===== config.mk =====
export PLATFORM = sky130hd
export DESIGN_NAME = asp_top
export DESIGN_NICKNAME = d
export VERILOG_FILES = /design/src/common/asp_pkg.sv /design/src/hdl/asp_fifo.sv /design/src/hdl/asp_top.sv
export VERILOG_INCLUDE_DIRS = /design/src /design/src/common
export SDC_FILE = /design/constraint.sdc
export NUM_CORES = 1
export LEC_CHECK = 0
export BUFFER_PORTS_ARGS = -buffer_cell sky130_fd_sc_hd__clkbuf_2
export CAP_MARGIN = 40
export CORE_MARGIN = 1
export CORE_UTILIZATION = 60
export CTS_BUF_LIST = sky130_fd_sc_hd__clkbuf_4
export DETAILED_ROUTE_END_ITERATION = 8
export PLACE_DENSITY = 0.78
export SLEW_MARGIN = 20
export SYNTH_ARGS = -nofsm -noshare
export SYNTH_HDL_FRONTEND = slang
export SYNTH_HIERARCHICAL = 1
export SYNTH_SLANG_ARGS = --single-unit

===== constraint.sdc =====
create_clock -name mclk_in -period 7.6 [get_ports mclk_in]
set_input_delay 1.14 -clock mclk_in [delete_from_list [all_inputs] [get_ports mclk_in]]
set_output_delay 1.14 -clock mclk_in [all_outputs]
set_load 0.02 [all_outputs]

===== src/common/asp_cfg.svh =====
/*
  Constants of the asynchronous serial port: widths, reset values, counts.
  Assumes it is included by bare name into each design file that needs it.
*/
`ifndef ASP_CFG_SVH
`define ASP_CFG_SVH
`define ASP_DATA_W 9
`define ASP_FIFO_DEPTH 16
`define ASP_CNT_W 5
`define ASP_RELOAD_W 15
`define ASP_LEN_BASE 4'h5
`define ASP_LEN_MAX 4'h9
`define ASP_IDLE_TICKS 4'h8
`define ASP_TX_EMPTY_RST 1'b1
`define ASP_FIFO_REQ_RST 1'b1
`define ASP_LINE_IDLE 1'b1
`endif


===== src/common/asp_pkg.sv =====
/*
  Types of the asynchronous serial port.
  Assumes nothing beyond a SystemVerilog compiler.
*/
package asp_pkg;
  // frame phase, shared by transmitter and receiver
  typedef enum logic [2:0] {
    ST_IDLE, ST_START, ST_DATA, ST_PAR, ST_STOP1, ST_STOP2
  } asp_state_t;
endpackage : asp_pkg


===== src/hdl/asp_fifo.sv =====
/*
  Synchronous FIFO with valid/ready on both sides and an occupancy count.
  Assumes one clock and a synchronous active-low reset.
*/
`timescale 1ns/10ps
`default_nettype none
module asp_fifo #(
  parameter int W = 9,
  parameter int D = 16,
  parameter int CW = 5
) (
  input wire logic mclk_in,
  input wire logic nrst_in,
  input wire logic flush_in,
  input wire logic in_valid_in,
  output logic in_ready_out,
  input wire logic [W-1:0] in_data_in,
  output logic out_valid_out,
  input wire logic out_ready_in,
  output logic [W-1:0] out_data_out,
  output logic [CW-1:0] count_out
);
  localparam int AW = $clog2(D);
  logic [W-1:0] mem [D];
  logic [AW-1:0] wr_q;
  logic [AW-1:0] rd_q;
  logic [CW-1:0] cnt_q;
  logic push;
  logic pop;

  // ready reflects real space, so a stalled reader fills it to the brim
  assign in_ready_out = (cnt_q != CW'(D));
  assign out_valid_out = (cnt_q != '0);
  assign push = in_valid_in & in_ready_out;
  assign pop = out_ready_in & out_valid_out;
  assign out_data_out = mem[rd_q];
  assign count_out = cnt_q;

  // storage is written without reset; only pointers and count carry state
  always_ff @(posedge mclk_in) begin
    if (push) begin
      mem[wr_q] <= in_data_in;
    end
  end

  // pointers and occupancy
  always_ff @(posedge mclk_in) begin
    if (!nrst_in || flush_in) begin
      wr_q <= '0;
      rd_q <= '0;
      cnt_q <= '0;
    end else begin
      if (push) begin
        wr_q <= AW'(wr_q + 1'b1);
      end
      if (pop) begin
        rd_q <= AW'(rd_q + 1'b1);
      end
      if (push && !pop) begin
        cnt_q <= CW'(cnt_q + 1'b1);
      end else if (pop && !push) begin
        cnt_q <= CW'(cnt_q - 1'b1);
      end
    end
  end
endmodule : asp_fifo
`default_nettype wire


===== src/hdl/asp_top.sv =====
/*
  Asynchronous serial transmitter and receiver with 16-word FIFOs.
  Assumes all inputs synchronous to mclk_in and strobes one cycle long.
*/
`timescale 1ns/10ps
`default_nettype none
`include "asp_cfg.svh"
module asp_top (
  input wire logic mclk_in,
  input wire logic nrst_in,
  input wire logic [`ASP_RELOAD_W-1:0] reload_val_in,
  input wire logic tx_enable_in,
  input wire logic rx_enable_in,
  input wire logic [2:0] data_length_field_in,
  input wire logic two_stop_in,
  input wire logic parity_enable_in,
  input wire logic parity_odd_in,
  input wire logic multiproc_in,
  input wire logic tx_ad_flag_in,
  input wire logic bit_direction_select_in,
  input wire logic line_inversion_in,
  input wire logic tx_fifo_enable_in,
  input wire logic rx_fifo_enable_in,
  input wire logic rx_fifo_idle_detect_enable_in,
  input wire logic [`ASP_CNT_W-1:0] rx_transfer_count_in,
  input wire logic tx_irq_enable_in,
  input wire logic tx_idle_irq_enable_in,
  input wire logic fifo_tx_irq_enable_in,
  input wire logic rx_irq_enable_in,
  input wire logic tx_wr_in,
  input wire logic [`ASP_DATA_W-1:0] tx_data_in,
  output logic tx_wr_ready_out,
  input wire logic rx_rd_in,
  input wire logic rx_error_clear_in,
  input wire logic fifo_tx_request_clear_in,
  input wire logic serial_in_line_in,
  output logic serial_out_line_out,
  output logic [`ASP_DATA_W-1:0] rx_data_reg_out,
  output logic rx_ad_flag_out,
  output logic tx_empty_flag_out,
  output logic tx_bus_idle_flag_out,
  output logic fifo_tx_request_flag_out,
  output logic rx_full_flag_out,
  output logic overrun_flag_out,
  output logic framing_error_flag_out,
  output logic parity_error_flag_out,
  output logic [`ASP_CNT_W-1:0] tx_fifo_byte_count_out,
  output logic [`ASP_CNT_W-1:0] rx_fifo_byte_count_out,
  output logic tx_irq_out,
  output logic rx_irq_out
);
  // ---------------------------------------------------------------
  // shared decode
  // ---------------------------------------------------------------
  logic [3:0] len;
  logic [8:0] len_mask;
  logic par_on;
  logic ferr_q, perr_q, ore_q, full_q, tx_empty_flag_q, tbi_q, fifo_tx_request_flag_q;
  logic [`ASP_DATA_W-1:0] rx_data_q;
  logic rx_ad_q, sot_q, tx_irq_q, rx_irq_q;
  logic [`ASP_CNT_W-1:0] txc_q, rxc_q;

  assign len = (data_length_field_in > 3'h4) ? `ASP_LEN_MAX :
               4'(`ASP_LEN_BASE + {1'b0, data_length_field_in});
  assign par_on = parity_enable_in & ~multiproc_in;
  always_comb begin
    for (int i = 0; i < 9; i++) begin
      len_mask[i] = (4'(i) < len);
    end
  end

  // ---------------------------------------------------------------
  // transmit path
  // ---------------------------------------------------------------
  asp_pkg::asp_state_t tx_st_q;
  logic [`ASP_RELOAD_W-1:0] tx_bc_q;
  logic tx_tick, tx_load, tx_fv, tx_fr, tx_push;
  logic [`ASP_DATA_W-1:0] tx_fd, tx_sh_q;
  logic [`ASP_CNT_W-1:0] tx_cnt;
  logic [3:0] tx_n_q, tx_idx;
  logic tx_par_q, tx_bit;

  // without the FIFO the queue acts as a one-word data register
  assign tx_fr = tx_fifo_enable_in ? (tx_cnt != 5'(`ASP_FIFO_DEPTH)) :
                 (tx_cnt == '0);
  assign tx_push = tx_wr_in & tx_fr;
  assign tx_load = (tx_st_q == asp_pkg::ST_IDLE) & tx_enable_in & tx_fv;

  asp_fifo #(.W(`ASP_DATA_W), .D(`ASP_FIFO_DEPTH), .CW(`ASP_CNT_W)) u_txf (
    .mclk_in(mclk_in), .nrst_in(nrst_in), .flush_in(1'b0),
    .in_valid_in(tx_push), .in_ready_out(),
    .in_data_in(tx_data_in),
    .out_valid_out(tx_fv), .out_ready_in(tx_load),
    .out_data_out(tx_fd), .count_out(tx_cnt)
  );

  // bit clock restarts on load so the start bit is a full bit long
  always_ff @(posedge mclk_in) begin
    if (!nrst_in || tx_load || tx_bc_q == '0) begin
      tx_bc_q <= reload_val_in;
    end else begin
      tx_bc_q <= tx_bc_q - 1'b1;
    end
  end
  assign tx_tick = (tx_bc_q == '0) & (reload_val_in != '0);

  assign tx_idx = bit_direction_select_in ? 4'(len - 4'h1 - tx_n_q) : tx_n_q;
  assign tx_bit = tx_sh_q[tx_idx];

  always_ff @(posedge mclk_in) begin
    if (!nrst_in) begin
      tx_st_q <= asp_pkg::ST_IDLE;
      tx_n_q <= 4'h0;
      tx_sh_q <= '0;
      tx_par_q <= 1'b0;
    end else if (tx_load) begin
      tx_st_q <= asp_pkg::ST_START;
      tx_n_q <= 4'h0;
      tx_sh_q <= tx_fd & len_mask;
      // even or odd parity; flag in its place
      tx_par_q <= multiproc_in ? tx_ad_flag_in :
                  (^(tx_fd & len_mask)) ^ parity_odd_in;
    end else if (tx_tick) begin
      unique case (tx_st_q)
        asp_pkg::ST_IDLE: tx_st_q <= asp_pkg::ST_IDLE;
        asp_pkg::ST_START: tx_st_q <= asp_pkg::ST_DATA;
        asp_pkg::ST_DATA: begin
          tx_n_q <= 4'(tx_n_q + 4'h1);
          if (tx_n_q == 4'(len - 4'h1)) begin
            tx_st_q <= (par_on | multiproc_in) ? asp_pkg::ST_PAR :
                       asp_pkg::ST_STOP1;
          end
        end
        asp_pkg::ST_PAR: tx_st_q <= asp_pkg::ST_STOP1;
        asp_pkg::ST_STOP1: tx_st_q <= two_stop_in ? asp_pkg::ST_STOP2 :
                                       asp_pkg::ST_IDLE;
        asp_pkg::ST_STOP2: tx_st_q <= asp_pkg::ST_IDLE;
      endcase
    end
  end

  always_ff @(posedge mclk_in) begin
    if (!nrst_in) begin
      sot_q <= `ASP_LINE_IDLE;
    end else begin
      unique case (tx_st_q)
        asp_pkg::ST_START: sot_q <= 1'b0 ^ line_inversion_in;
        asp_pkg::ST_DATA: sot_q <= tx_bit ^ line_inversion_in;
        asp_pkg::ST_PAR: sot_q <= tx_par_q ^ line_inversion_in;
        default: sot_q <= `ASP_LINE_IDLE ^ line_inversion_in;
      endcase
    end
  end

  // empty flag resets set; set on load wins
  always_ff @(posedge mclk_in) begin
    if (!nrst_in) begin
      tx_empty_flag_q <= `ASP_TX_EMPTY_RST;
    end else if (tx_load) begin
      tx_empty_flag_q <= 1'b1;
    end else if (tx_push) begin
      tx_empty_flag_q <= 1'b0;
    end
  end

  // idle once empty and nothing in flight
  always_ff @(posedge mclk_in) begin
    if (!nrst_in) begin
      tbi_q <= 1'b1;
    end else begin
      tbi_q <= tx_empty_flag_q & ~tx_push & ~tx_fv & ~tx_load &
               (tx_st_q == asp_pkg::ST_IDLE);
    end
  end

  // request resets set; empty sets it over the clear
  always_ff @(posedge mclk_in) begin
    if (!nrst_in) begin
      fifo_tx_request_flag_q <= `ASP_FIFO_REQ_RST;
    end else if (tx_fifo_enable_in && tx_cnt == '0) begin
      fifo_tx_request_flag_q <= 1'b1;
    end else if (tx_cnt == 5'(`ASP_FIFO_DEPTH) || fifo_tx_request_clear_in) begin
      fifo_tx_request_flag_q <= 1'b0;
    end
  end

  // ---------------------------------------------------------------
  // receive path
  // ---------------------------------------------------------------
  asp_pkg::asp_state_t rx_st_q;
  logic [`ASP_RELOAD_W-1:0] rx_bc_q;
  logic [`ASP_DATA_W-1:0] rx_sh_q, rx_fd;
  logic [3:0] rx_n_q, rx_idx, idle_q;
  logic rx_line, rx_prev_q, rx_fall, rx_tick, rx_par_q;
  logic done, f_err, p_err, rx_push, rx_pop, rx_fv, err_any;
  logic [`ASP_CNT_W-1:0] rx_cnt;

  // inverted coding on the input too
  assign rx_line = serial_in_line_in ^ line_inversion_in;
  always_ff @(posedge mclk_in) begin
    if (!nrst_in) begin
      rx_prev_q <= `ASP_LINE_IDLE;
    end else begin
      rx_prev_q <= rx_line;
    end
  end
  // only a falling edge starts a frame
  assign rx_fall = rx_prev_q & ~rx_line & rx_enable_in &
                   (rx_st_q == asp_pkg::ST_IDLE);

  // edge reloads at half a bit so samples land mid-bit
  always_ff @(posedge mclk_in) begin
    if (!nrst_in) begin
      rx_bc_q <= '0;
    end else if (rx_fall) begin
      rx_bc_q <= reload_val_in >> 1;
    end else if (rx_bc_q == '0) begin
      rx_bc_q <= reload_val_in;
    end else begin
      rx_bc_q <= rx_bc_q - 1'b1;
    end
  end
  assign rx_tick = (rx_bc_q == '0) & (reload_val_in != '0) &
                   (rx_st_q != asp_pkg::ST_IDLE);

  assign rx_idx = bit_direction_select_in ? 4'(len - 4'h1 - rx_n_q) : rx_n_q;
  assign done = rx_tick & (rx_st_q == asp_pkg::ST_STOP1);
  assign f_err = ~rx_line;
  // compare against parity of received data
  assign p_err = par_on & (rx_par_q != ((^rx_sh_q) ^ parity_odd_in));

  // receiver: second stop bit is not checked, a new edge may follow
  always_ff @(posedge mclk_in) begin
    if (!nrst_in) begin
      rx_st_q <= asp_pkg::ST_IDLE;
      rx_n_q <= 4'h0;
      rx_sh_q <= '0;
      rx_par_q <= 1'b0;
    end else if (rx_fall) begin
      rx_st_q <= asp_pkg::ST_START;
      rx_n_q <= 4'h0;
      rx_sh_q <= '0;
    end else if (rx_tick) begin
      unique case (rx_st_q)
        asp_pkg::ST_IDLE: rx_st_q <= asp_pkg::ST_IDLE;
        // glitch shorter than half a bit is dropped
        asp_pkg::ST_START: rx_st_q <= rx_line ? asp_pkg::ST_IDLE :
                                      asp_pkg::ST_DATA;
        asp_pkg::ST_DATA: begin
          rx_sh_q[rx_idx] <= rx_line;
          rx_n_q <= 4'(rx_n_q + 4'h1);
          if (rx_n_q == 4'(len - 4'h1)) begin
            rx_st_q <= (par_on | multiproc_in) ? asp_pkg::ST_PAR :
                       asp_pkg::ST_STOP1;
          end
        end
        asp_pkg::ST_PAR: begin
          rx_par_q <= rx_line;
          rx_st_q <= asp_pkg::ST_STOP1;
        end
        asp_pkg::ST_STOP1: rx_st_q <= asp_pkg::ST_IDLE;
        asp_pkg::ST_STOP2: rx_st_q <= asp_pkg::ST_IDLE;
      endcase
    end
  end

  // ---------------------------------------------------------------
  // receive storage and flags
  // ---------------------------------------------------------------
  assign err_any = ferr_q | perr_q | ore_q;
  // with the FIFO on, errored frames and a halted FIFO store nothing
  assign rx_push = done & (rx_fifo_enable_in ?
                   (~err_any & ~f_err & ~p_err &
                    (rx_cnt != 5'(`ASP_FIFO_DEPTH))) :
                   ~full_q);
  assign rx_pop = rx_rd_in & rx_fv;

  asp_fifo #(.W(`ASP_DATA_W), .D(`ASP_FIFO_DEPTH), .CW(`ASP_CNT_W)) u_rxf (
    .mclk_in(mclk_in), .nrst_in(nrst_in), .flush_in(1'b0),
    .in_valid_in(rx_push), .in_ready_out(),
    .in_data_in(rx_sh_q),
    .out_valid_out(rx_fv), .out_ready_in(rx_pop),
    .out_data_out(rx_fd), .count_out(rx_cnt)
  );

  // idle baud clocks counted on the free-running bit clock
  always_ff @(posedge mclk_in) begin
    if (!nrst_in || !rx_fifo_enable_in || rx_rd_in || done ||
        rx_st_q != asp_pkg::ST_IDLE) begin
      idle_q <= 4'h0;
    end else if (tx_tick && rx_fifo_idle_detect_enable_in && rx_cnt != '0 &&
                 rx_cnt < rx_transfer_count_in &&
                 idle_q != `ASP_IDLE_TICKS) begin
      idle_q <= 4'(idle_q + 4'h1);
    end
  end

  // receive full: sets other than the idle timeout win over the clearing read
  always_ff @(posedge mclk_in) begin
    if (!nrst_in) begin
      full_q <= 1'b0;
    end else if (done && !rx_fifo_enable_in) begin
      // first stop bit; even when framing fails
      full_q <= 1'b1;
    end else if (done && rx_fifo_enable_in && !err_any &&
                 rx_cnt == 5'(`ASP_FIFO_DEPTH)) begin
      // overrun at capacity also sets it
      full_q <= 1'b1;
    end else if (rx_push && 5'(rx_cnt + 5'h1) >= rx_transfer_count_in) begin
      full_q <= 1'b1;
    end else if (idle_q == `ASP_IDLE_TICKS - 4'h1 && tx_tick &&
                 rx_fifo_idle_detect_enable_in && rx_st_q == asp_pkg::ST_IDLE &&
                 !rx_rd_in) begin
      full_q <= 1'b1;
    // reads that empty the FIFO clear it
    end else if (rx_pop && rx_cnt == 5'h1) begin
      full_q <= 1'b0;
    end
  end

  // error clear; frame errors set over it
  always_ff @(posedge mclk_in) begin
    if (!nrst_in) begin
      ferr_q <= 1'b0;
      perr_q <= 1'b0;
      ore_q <= 1'b0;
    end else begin
      if (done && f_err && !(rx_fifo_enable_in && err_any)) begin
        ferr_q <= 1'b1;
      end else if (rx_error_clear_in) begin
        ferr_q <= 1'b0;
      end
      // no parity check in multiprocessor mode
      if (done && p_err && !(rx_fifo_enable_in && err_any)) begin
        perr_q <= 1'b1;
      end else if (rx_error_clear_in) begin
        perr_q <= 1'b0;
      end
      // overrun against capacity or unread word
      if (done && (rx_fifo_enable_in ? (rx_cnt == 5'(`ASP_FIFO_DEPTH))
                                     : full_q)) begin
        ore_q <= 1'b1;
      end else if (rx_error_clear_in) begin
        ore_q <= 1'b0;
      end
    end
  end

  // registered views of data, flags, counts and requests
  always_ff @(posedge mclk_in) begin
    if (!nrst_in) begin
      rx_data_q <= '0;
      rx_ad_q <= 1'b0;
      tx_irq_q <= 1'b0;
      rx_irq_q <= 1'b0;
      txc_q <= '0;
      rxc_q <= '0;
    end else begin
      rx_data_q <= rx_fd & len_mask;
      if (done && multiproc_in) begin
        rx_ad_q <= rx_par_q;
      end
      tx_irq_q <= (tx_empty_flag_q & tx_irq_enable_in) |
                  (tbi_q & tx_idle_irq_enable_in) |
                  (fifo_tx_request_flag_q & fifo_tx_irq_enable_in);
      rx_irq_q <= (full_q | err_any) & rx_irq_enable_in;
      // count is zero only when empty
      txc_q <= tx_cnt;
      rxc_q <= rx_cnt;
    end
  end

  assign serial_out_line_out = sot_q;
  assign tx_wr_ready_out = tx_fr;
  assign rx_data_reg_out = rx_data_q;
  assign rx_ad_flag_out = rx_ad_q;
  assign tx_empty_flag_out = tx_empty_flag_q;
  assign tx_bus_idle_flag_out = tbi_q;
  assign fifo_tx_request_flag_out = fifo_tx_request_flag_q;
  assign rx_full_flag_out = full_q;
  assign overrun_flag_out = ore_q;
  assign framing_error_flag_out = ferr_q;
  assign parity_error_flag_out = perr_q;
  assign tx_fifo_byte_count_out = txc_q;
  assign rx_fifo_byte_count_out = rxc_q;
  assign tx_irq_out = tx_irq_q;
  assign rx_irq_out = rx_irq_q;

  // ---------------------------------------------------------------
  // checks
  // ---------------------------------------------------------------
  a_tx_empty_load: assert property (@(posedge mclk_in) disable iff (!nrst_in)
    tx_load |=> tx_empty_flag_q) else $error("empty flag not set on load");
  a_bus_idle_rel: assert property (@(posedge mclk_in) disable iff (!nrst_in)
    tbi_q |-> $past(tx_empty_flag_q) && $past(tx_st_q) == asp_pkg::ST_IDLE)
    else $error("bus idle flag while busy");
  a_fifo_req_set: assert property (@(posedge mclk_in) disable iff (!nrst_in)
    tx_fifo_enable_in && tx_cnt == '0 |=> fifo_tx_request_flag_q)
    else $error("request flag missing");
  a_fifo_req_full: assert property (@(posedge mclk_in) disable iff (!nrst_in)
    tx_cnt == 5'h10 && !(tx_fifo_enable_in && tx_cnt == '0) |=> !fifo_tx_request_flag_q)
    else $error("request flag kept at full");
  a_count_zero: assert property (@(posedge mclk_in) disable iff (!nrst_in)
    (txc_q == '0) == !$past(tx_fv)) else $error("count and empty disagree");
  a_start_bit: assert property (@(posedge mclk_in) disable iff (!nrst_in)
    tx_load |=> ##1 sot_q == line_inversion_in)
    else $error("start bit not driven");
  a_edge_only: assert property (@(posedge mclk_in) disable iff (!nrst_in)
    rx_st_q == asp_pkg::ST_IDLE && !rx_fall |=> rx_st_q == asp_pkg::ST_IDLE)
    else $error("reception without edge");
  a_half_reload: assert property (@(posedge mclk_in) disable iff (!nrst_in)
    rx_fall |=> rx_bc_q == (reload_val_in >> 1))
    else $error("baud counter not reloaded");
  a_full_stop: assert property (@(posedge mclk_in) disable iff (!nrst_in)
    done && !rx_fifo_enable_in |=> full_q) else $error("full flag not set");
  a_err_clear: assert property (@(posedge mclk_in) disable iff (!nrst_in)
    rx_error_clear_in && !done |=> !ferr_q && !perr_q && !ore_q)
    else $error("errors not cleared");
  a_no_mp_parity: assert property (@(posedge mclk_in) disable iff (!nrst_in)
    multiproc_in && !perr_q ##1 multiproc_in |-> !perr_q)
    else $error("parity error in multiprocessor mode");
endmodule : asp_top
`default_nettype wire


---- Word level (Yosys, flattened, before mapping) ----
Memory sizes are Yosys's and may differ from the RTL's. A register that Yosys moved wholly into a read port is not among the register bits.
Index checks and enable logic that the tools add are counted.
storage, ports and cells
  register bits ........................... 125
  RAM bits ................................ 288
  input bits .............................. 55
  output and inout bits ................... 31
  logic and storage cells ................. 268
  memories kept ........................... 2
operators by class
  add/subtract/negate cells ............... 17
  magnitude comparators ................... 15
  equality and inequality tests ........... 24
  multiplexer cells ....................... 48
  bitwise gates (word level) .............. 53
  reductions and logical operators ........ 74
memory list
  name       depth  width  read ports  clocked after Yosys merged registers in  write ports  line            text
  u_rxf.mem  16     9      1           1                                        1            asp_fifo.sv:24  logic [W-1:0] mem [D];
  u_txf.mem  16     9      1           1                                        1            asp_fifo.sv:24
operator list
  cell                   number
  $logic_not 15->1       2
  $mux 15                2
  $sub 15x1->15 const B  2
  $and 1x1->1            29
  $add 4x1->4 const B    7
  $mux 4                 7
  $logic_and 1x1->1      27
  $mux 1                 23
  $mux 5                 4
  $and 9x9->9            2
  $reduce_xor 9->1       2
  $lt 3x4->1 const A     4
  $pmux 3 s5             1
  $reduce_bool 15->1     1
  $reduce_bool 5->1      3
  $mux 14                1
  $reduce_bool 2->1      7
  $eq 3x2->1 const B     4
  $eq 3x3->1 const B     4
  $mux 3                 4
  $pmux 3 s4             1
  $reduce_and 2->1       6
  $not 1->1              11
  $add 5x1->5 const B    2
  37 further kinds       75

---- Longest topological paths before layout ----
  depth after elaboration ................. 14
  depth in mapped cells ................... 15
  depth with buffers taken out ............ 15

---- Cells and area by module ----
Netlist, hierarchy kept.
by module, submodules not included
  module            instances  cells an instance  area an instance (um^2)  sequential area each (um^2)
  asp_fifo (u_rxf)  1          334                6381.1                   4664.5
  asp_fifo (u_txf)  1          336                6371.1                   4664.5
  asp_top           1          687                5749.3                   1981.9

---- Worst setup path after synthesis ----
No wires, ideal clock.
  kind .................................... input-to-reg
  start ................................... in data_length_field_in[1]
  end ..................................... reg sot_q, in the netlist serial_out_line_out
  setup time .............................. 0.123 ns
  arrival ................................. 3.935 ns
  required time ........................... 7.477 ns
  slack ................................... 3.542 ns
  stages .................................. 15
  buffers on the path ..................... 0
  path through ............................ inv_1 -> ha_1 -> nand2b_1 -> nand2_1 -> inv_1 -> ha_1 -> xor2_1 -> ha_1 -> o21a_1 -> or3b_2 -> mux2i_1 -> xor2_1 -> mux2i_1 -> o31ai_2 -> mux2_1
on the way
  word-level cells in the longest chain between the ends .. 9
  elaborated cells on any way between the ends .. 10
  those cells by class .................... add/sub: 3; order compare: 1; mux: 5; bitwise: 1
RTL lines
  what                                                        line            text
  from (decl)                                                 asp_top.sv:14   input wire logic [2:0] data_length_field_in,
  $add 3x3->4 (no source line) or $gt 3x3->1 (tied branches)  -
  $mux 4 *                                                    asp_top.sv:63   assign len = (data_length_field_in > 3'h4) ? `ASP_LEN_MAX :
  $sub 4x1->4 *                                               asp_top.sv:107  assign tx_idx = bit_direction_select_in ? 4'(len - 4'h1 - tx_n_q) : tx_n_q;
  $sub 4x4->4 *                                               asp_top.sv:107
  $mux 4 *                                                    asp_top.sv:107
  $bmux 1 s4 *                                                asp_top.sv:108  assign tx_bit = tx_sh_q[tx_idx];
  $mux 1 (implied by the code) *                              asp_top.sv:108
  $xor 1x1->1 *                                               asp_top.sv:148  asp_pkg::ST_DATA: sot_q <= tx_bit ^ line_inversion_in;
  $pmux 1 s3 *                                                asp_top.sv:146  unique case (tx_st_q)
  to (signal assigned)                                        asp_top.sv:147  asp_pkg::ST_START: sot_q <= 1'b0 ^ line_inversion_in;
  to (signal assigned)                                        asp_top.sv:148
  to (signal assigned)                                        asp_top.sv:149  asp_pkg::ST_PAR: sot_q <= tx_par_q ^ line_inversion_in;
  to (decl)                                                   asp_top.sv:60   logic rx_ad_q, sot_q, tx_irq_q, rx_irq_q;
Every way passes the cells marked *; elsewhere a longest branch is shown, timed or not. The select of a mux whose other input is x is not followed.
A chain may end at the register's enable or synchronous reset.

---- Worst setup path after layout ----
  start ................................... reg rx_bc_q[0]
  end ..................................... reg u_rxf.cnt_q[4], in the netlist u_rxf/count_out[4]
on the way
  word-level cells in the longest chain between the ends .. 9
  elaborated cells on any way between the ends .. 11
  those cells by class .................... mux: 1; bitwise: 5; reduce/logical: 5
RTL lines
  what                                line            text
  from (decl)                         asp_top.sv:191  logic [`ASP_RELOAD_W-1:0] rx_bc_q;
  from (signal assigned)              asp_top.sv:216  rx_bc_q <= reload_val_in >> 1;
  from (signal assigned)              asp_top.sv:218  rx_bc_q <= reload_val_in;
  from (signal assigned)              asp_top.sv:220  rx_bc_q <= rx_bc_q - 1'b1;
  $logic_not 15->1 *                  asp_top.sv:223  assign rx_tick = (rx_bc_q == '0) & (reload_val_in != '0) &
  $and 1x1->1 * (2 in series)         asp_top.sv:223
  $and 1x1->1 *                       asp_top.sv:227  assign done = rx_tick & (rx_st_q == asp_pkg::ST_STOP1);
  $and 1x1->1 *                       asp_top.sv:272  assign rx_push = done & (rx_fifo_enable_in ?
  named net rx_push                   asp_top.sv:195  logic done, f_err, p_err, rx_push, rx_pop, rx_fv, err_any;
  $and 1x1->1 *                       asp_fifo.sv:34  assign push = in_valid_in & in_ready_out;
  named net u_rxf.push                asp_fifo.sv:28  logic push;
  $logic_not 1->1                     asp_fifo.sv:61  end else if (pop && !push) begin
  $logic_and 1x1->1                   asp_fifo.sv:61
  $reduce_bool 2->1 (no source line)  -
  to (signal assigned)                asp_fifo.sv:60  cnt_q <= CW'(cnt_q + 1'b1);
  to (signal assigned)                asp_fifo.sv:62  cnt_q <= CW'(cnt_q - 1'b1);
  to (decl)                           asp_fifo.sv:27  logic [CW-1:0] cnt_q;
Mark *: on every way through the listed nets, which the timed path passes. The rest lies on a longest branch.

==> impl_metrics.csv <==
group,metric,value,unit
run_status,status,"finished clean",
cells_and_area,nNetsFinal,1624,
route,vias,11800,
clock_tree,cts.clk_slew.worst_paths,0.07,ns
timing,rsz0062_at_grt,"false",
worst_setup_path,r2r_setup_slack,3.39,ns
worst_setup_path,crit_path_start_kind,"register",
worst_setup_path,r2r_end,"u_rxf/count_out[4]$_SDFFE_PP0P_",
floorplan,core,30000,sq um
worst_setup_path,cp_max_fo,7,
pwr,power_density,271,nW/um^2
timing,maxSlewViolCount,0,
place,gp_congestion,0.840,
place,placed_cells,1792,
worst_setup_path,worstPathArrival,4.91,ns
global_routing,overflow,0,
global_routing,use_met2,40.5,%
worst_setup_path,r2r_cells,15,
cells_and_area,syn_to_final_growth,12.0,%
floorplan,rows,63,
global_routing,top_usage_layer,"met2",
timing,finClkSkew,0.0934,ns
pwr,p_leak,7.33,nW
clock_tree,cts_hold_buf,0,
clock_tree,clock-sinks,421,
floorplan,start_util,61.7,%
synthesis,avgSynthCellArea,13.6,sq um
timing,min_period_over_period,55.4,%
clock_tree,clkLatencyLatePin,0.80,ns
worst_setup_path,critPathCaptureType,"register",
clock_tree,clockRootBuffer,"clkbuf_4",
floorplan,die_w,178,microns
floorplan,ios,86,
route,firstDrtPassIters,6,
clock_tree,clockBufferDepth,3,
synthesis,syn-cell-area,18500,sq um
worst_setup_path,startpoint,"rx_bc_q[0]$_SDFF_PN0_",
floorplan,die_h,178,microns
pwr,irDropWorstVdd,230,uV
route,drc,0,
synthesis,synth_warnings,6,
floorplan,die_area,31500,sq um
route,drt_iter0_drc,1040,
place,placement.cell_area,19300,sq um
timing,worst_slew_pin_slew,0.886,ns
worst_setup_path,crit_end,"u_rxf/count_out[4]$_SDFFE_PP0P_",
global_routing,track_usage,25.3,%
route,antenna_left,0,
worst_setup_path,critical_path_required,8.29,ns
timing,holdWs,0.476,ns
place,numPortBuffers,85,
timing,relSlewSlack,40.3,%
route,wirelength,38200,microns
place,place_ws,2.99,ns
clock_tree,cts_tree,"done",
cells_and_area,postLayoutCellArea,20700,sq um
pwr,total_power,5.61,mW
clock_tree,cts_resized,0,
global_routing,antenna_found_initial,2,
worst_setup_path,reg2reg_from,"rx_bc_q[0]$_SDFF_PN0_",
clock_tree,cts_made_buffers,103,
cells_and_area,drive_gt1_share,24.4,%
global_routing,met1_usage,33.1,%
clock_tree,htreeDepth,3,
worst_hold_path,hp-class,"reg2reg",
timing,max_freq,0.237,GHz
job,cap_violations,0,
timing,min_period,4.21,ns
timing,setup_tns,0,ns
global_routing,grt_pass1_vias,12000,
worst_setup_path,path_class,"reg2reg",
timing,timing.final.ws_setup,3.39,ns
place,dp_hpwl,25700,microns
cells_and_area,finalCoreUtilization,69.1,%
cells_and_area,layoutNonFillerInstCount,1989,
timing,finalSetupViolations,0,
global_routing,grt_start_max_net_pins,71,
global_routing,grt_pass1_wl,61100,microns
synthesis,syn_inst,1355,
route,vias_per_cell,5.93,
timing,hold_viol_final,0,
global_routing,use_met3,4.76,%
route,wire_per_inst,19.2,microns
clock_tree,post_cts_buffers,0,
## worst min-delay path by stage
stage | depth (start not counted) | to | startpoint | slack, ns
final | 2 | tx_sh_q[7]$_SDFFE_PN0P_ | tx_sh_q[7]$_SDFFE_PN0P_ | 0.48
after global routing | 2 | tx_sh_q[0]$_SDFFE_PN0P_ | tx_sh_q[0]$_SDFFE_PN0P_ | 0.50
after CTS | 2 | tx_sh_q[7]$_SDFFE_PN0P_ | tx_sh_q[7]$_SDFFE_PN0P_ | 0.47
after detailed placement | 2 | tx_sh_q[7]$_SDFFE_PN0P_ | tx_sh_q[7]$_SDFFE_PN0P_ | 0.46
after global placement | 2 | tx_sh_q[7]$_SDFFE_PN0P_ | tx_sh_q[7]$_SDFFE_PN0P_ | 0.45
after floorplan | 2 | tx_sh_q[0]$_SDFFE_PN0P_ | tx_sh_q[0]$_SDFFE_PN0P_ | 0.44
## cells in the final DEF (no fill, tap or decap), types with 6 or more instances in the layout
cell type and count:
nor2_1 93, inv_1 39, a211oi_1 6, mux2i_1 29, nor3_1 22, a21boi_0 15, and2_1 28, mux4_2 71
xnor2_1 47, nand2b_1 15, clkinv_1 24, and3_1 13, a21oi_1 31, edfxtp_1 288, nand4_1 8, o21ai_0 38
xor2_1 30, nor4_1 11, o211ai_1 22, nand3_1 31, ha_1 49, clkbuf_4 154, nand2_1 119, dfxtp_1 131
a22oi_1 37, nor2b_1 20, clkbuf_2 85, buf_4 23
## critical path, stage by stage, from the launching register on
cell      delay (ns)
dfxtp_1         0.33
inv_1           0.06
ha_1            0.16
nor3b_2         0.39
nand4b_2        0.28
nor4_4          0.41
nand3_1         0.22
nor2_1          0.37
a21boi_2        0.47
ha_1            0.24
inv_1           0.11
ha_1            0.34
a21oi_1         0.10
a211o_1         0.31
a211oi_1        0.20
a31o_2          0.14
## cell type report
cell class	count	area (sq um)
Clock buffer	154	1160
Sequential cell	421	11300
Antenna cell	2	5.00
Tap cell	390	488
Multi-Input combinational cell	834	6770
Inverter	42	158
Timing Repair Buffer	114	641
Fill cell	2089	9250
Clock inverter	32	180
## where the power goes
group	leakage (nW)	switching (mW)	total [mW]	internal, mW
Clock	0.792	0.897	1.84	0.942
Combinational	2.96	0.609	1.06	0.448
Sequential	3.58	0.131	2.71	2.58
## registers in the layout (all words and copies together), names as in the netlist, 5 cells and up, named ones only
signal                  count
u_rxf/mem                 144
u_txf/mem                 144
rx_bc_q                    15
tx_bc_q                    15
rx_data_reg_out             9
rx_sh_q                     9
tx_sh_q                     9
rx_fifo_byte_count_out      5
tx_fifo_byte_count_out      5
u_rxf/count_out             5
u_txf/count_out             5
## routing by layer
| metal | part of all wire (%) | vias to the layer above |
|---|---|---|
| li1 | - | 5478 |
| met1 | 41 | 5759 |
| met2 | 49 | 448 |
| met3 | 6.3 | 105 |
| met4 | 3.7 | 0 |
| met5 | 0 | - |
(Power assumes the default switching activity.)
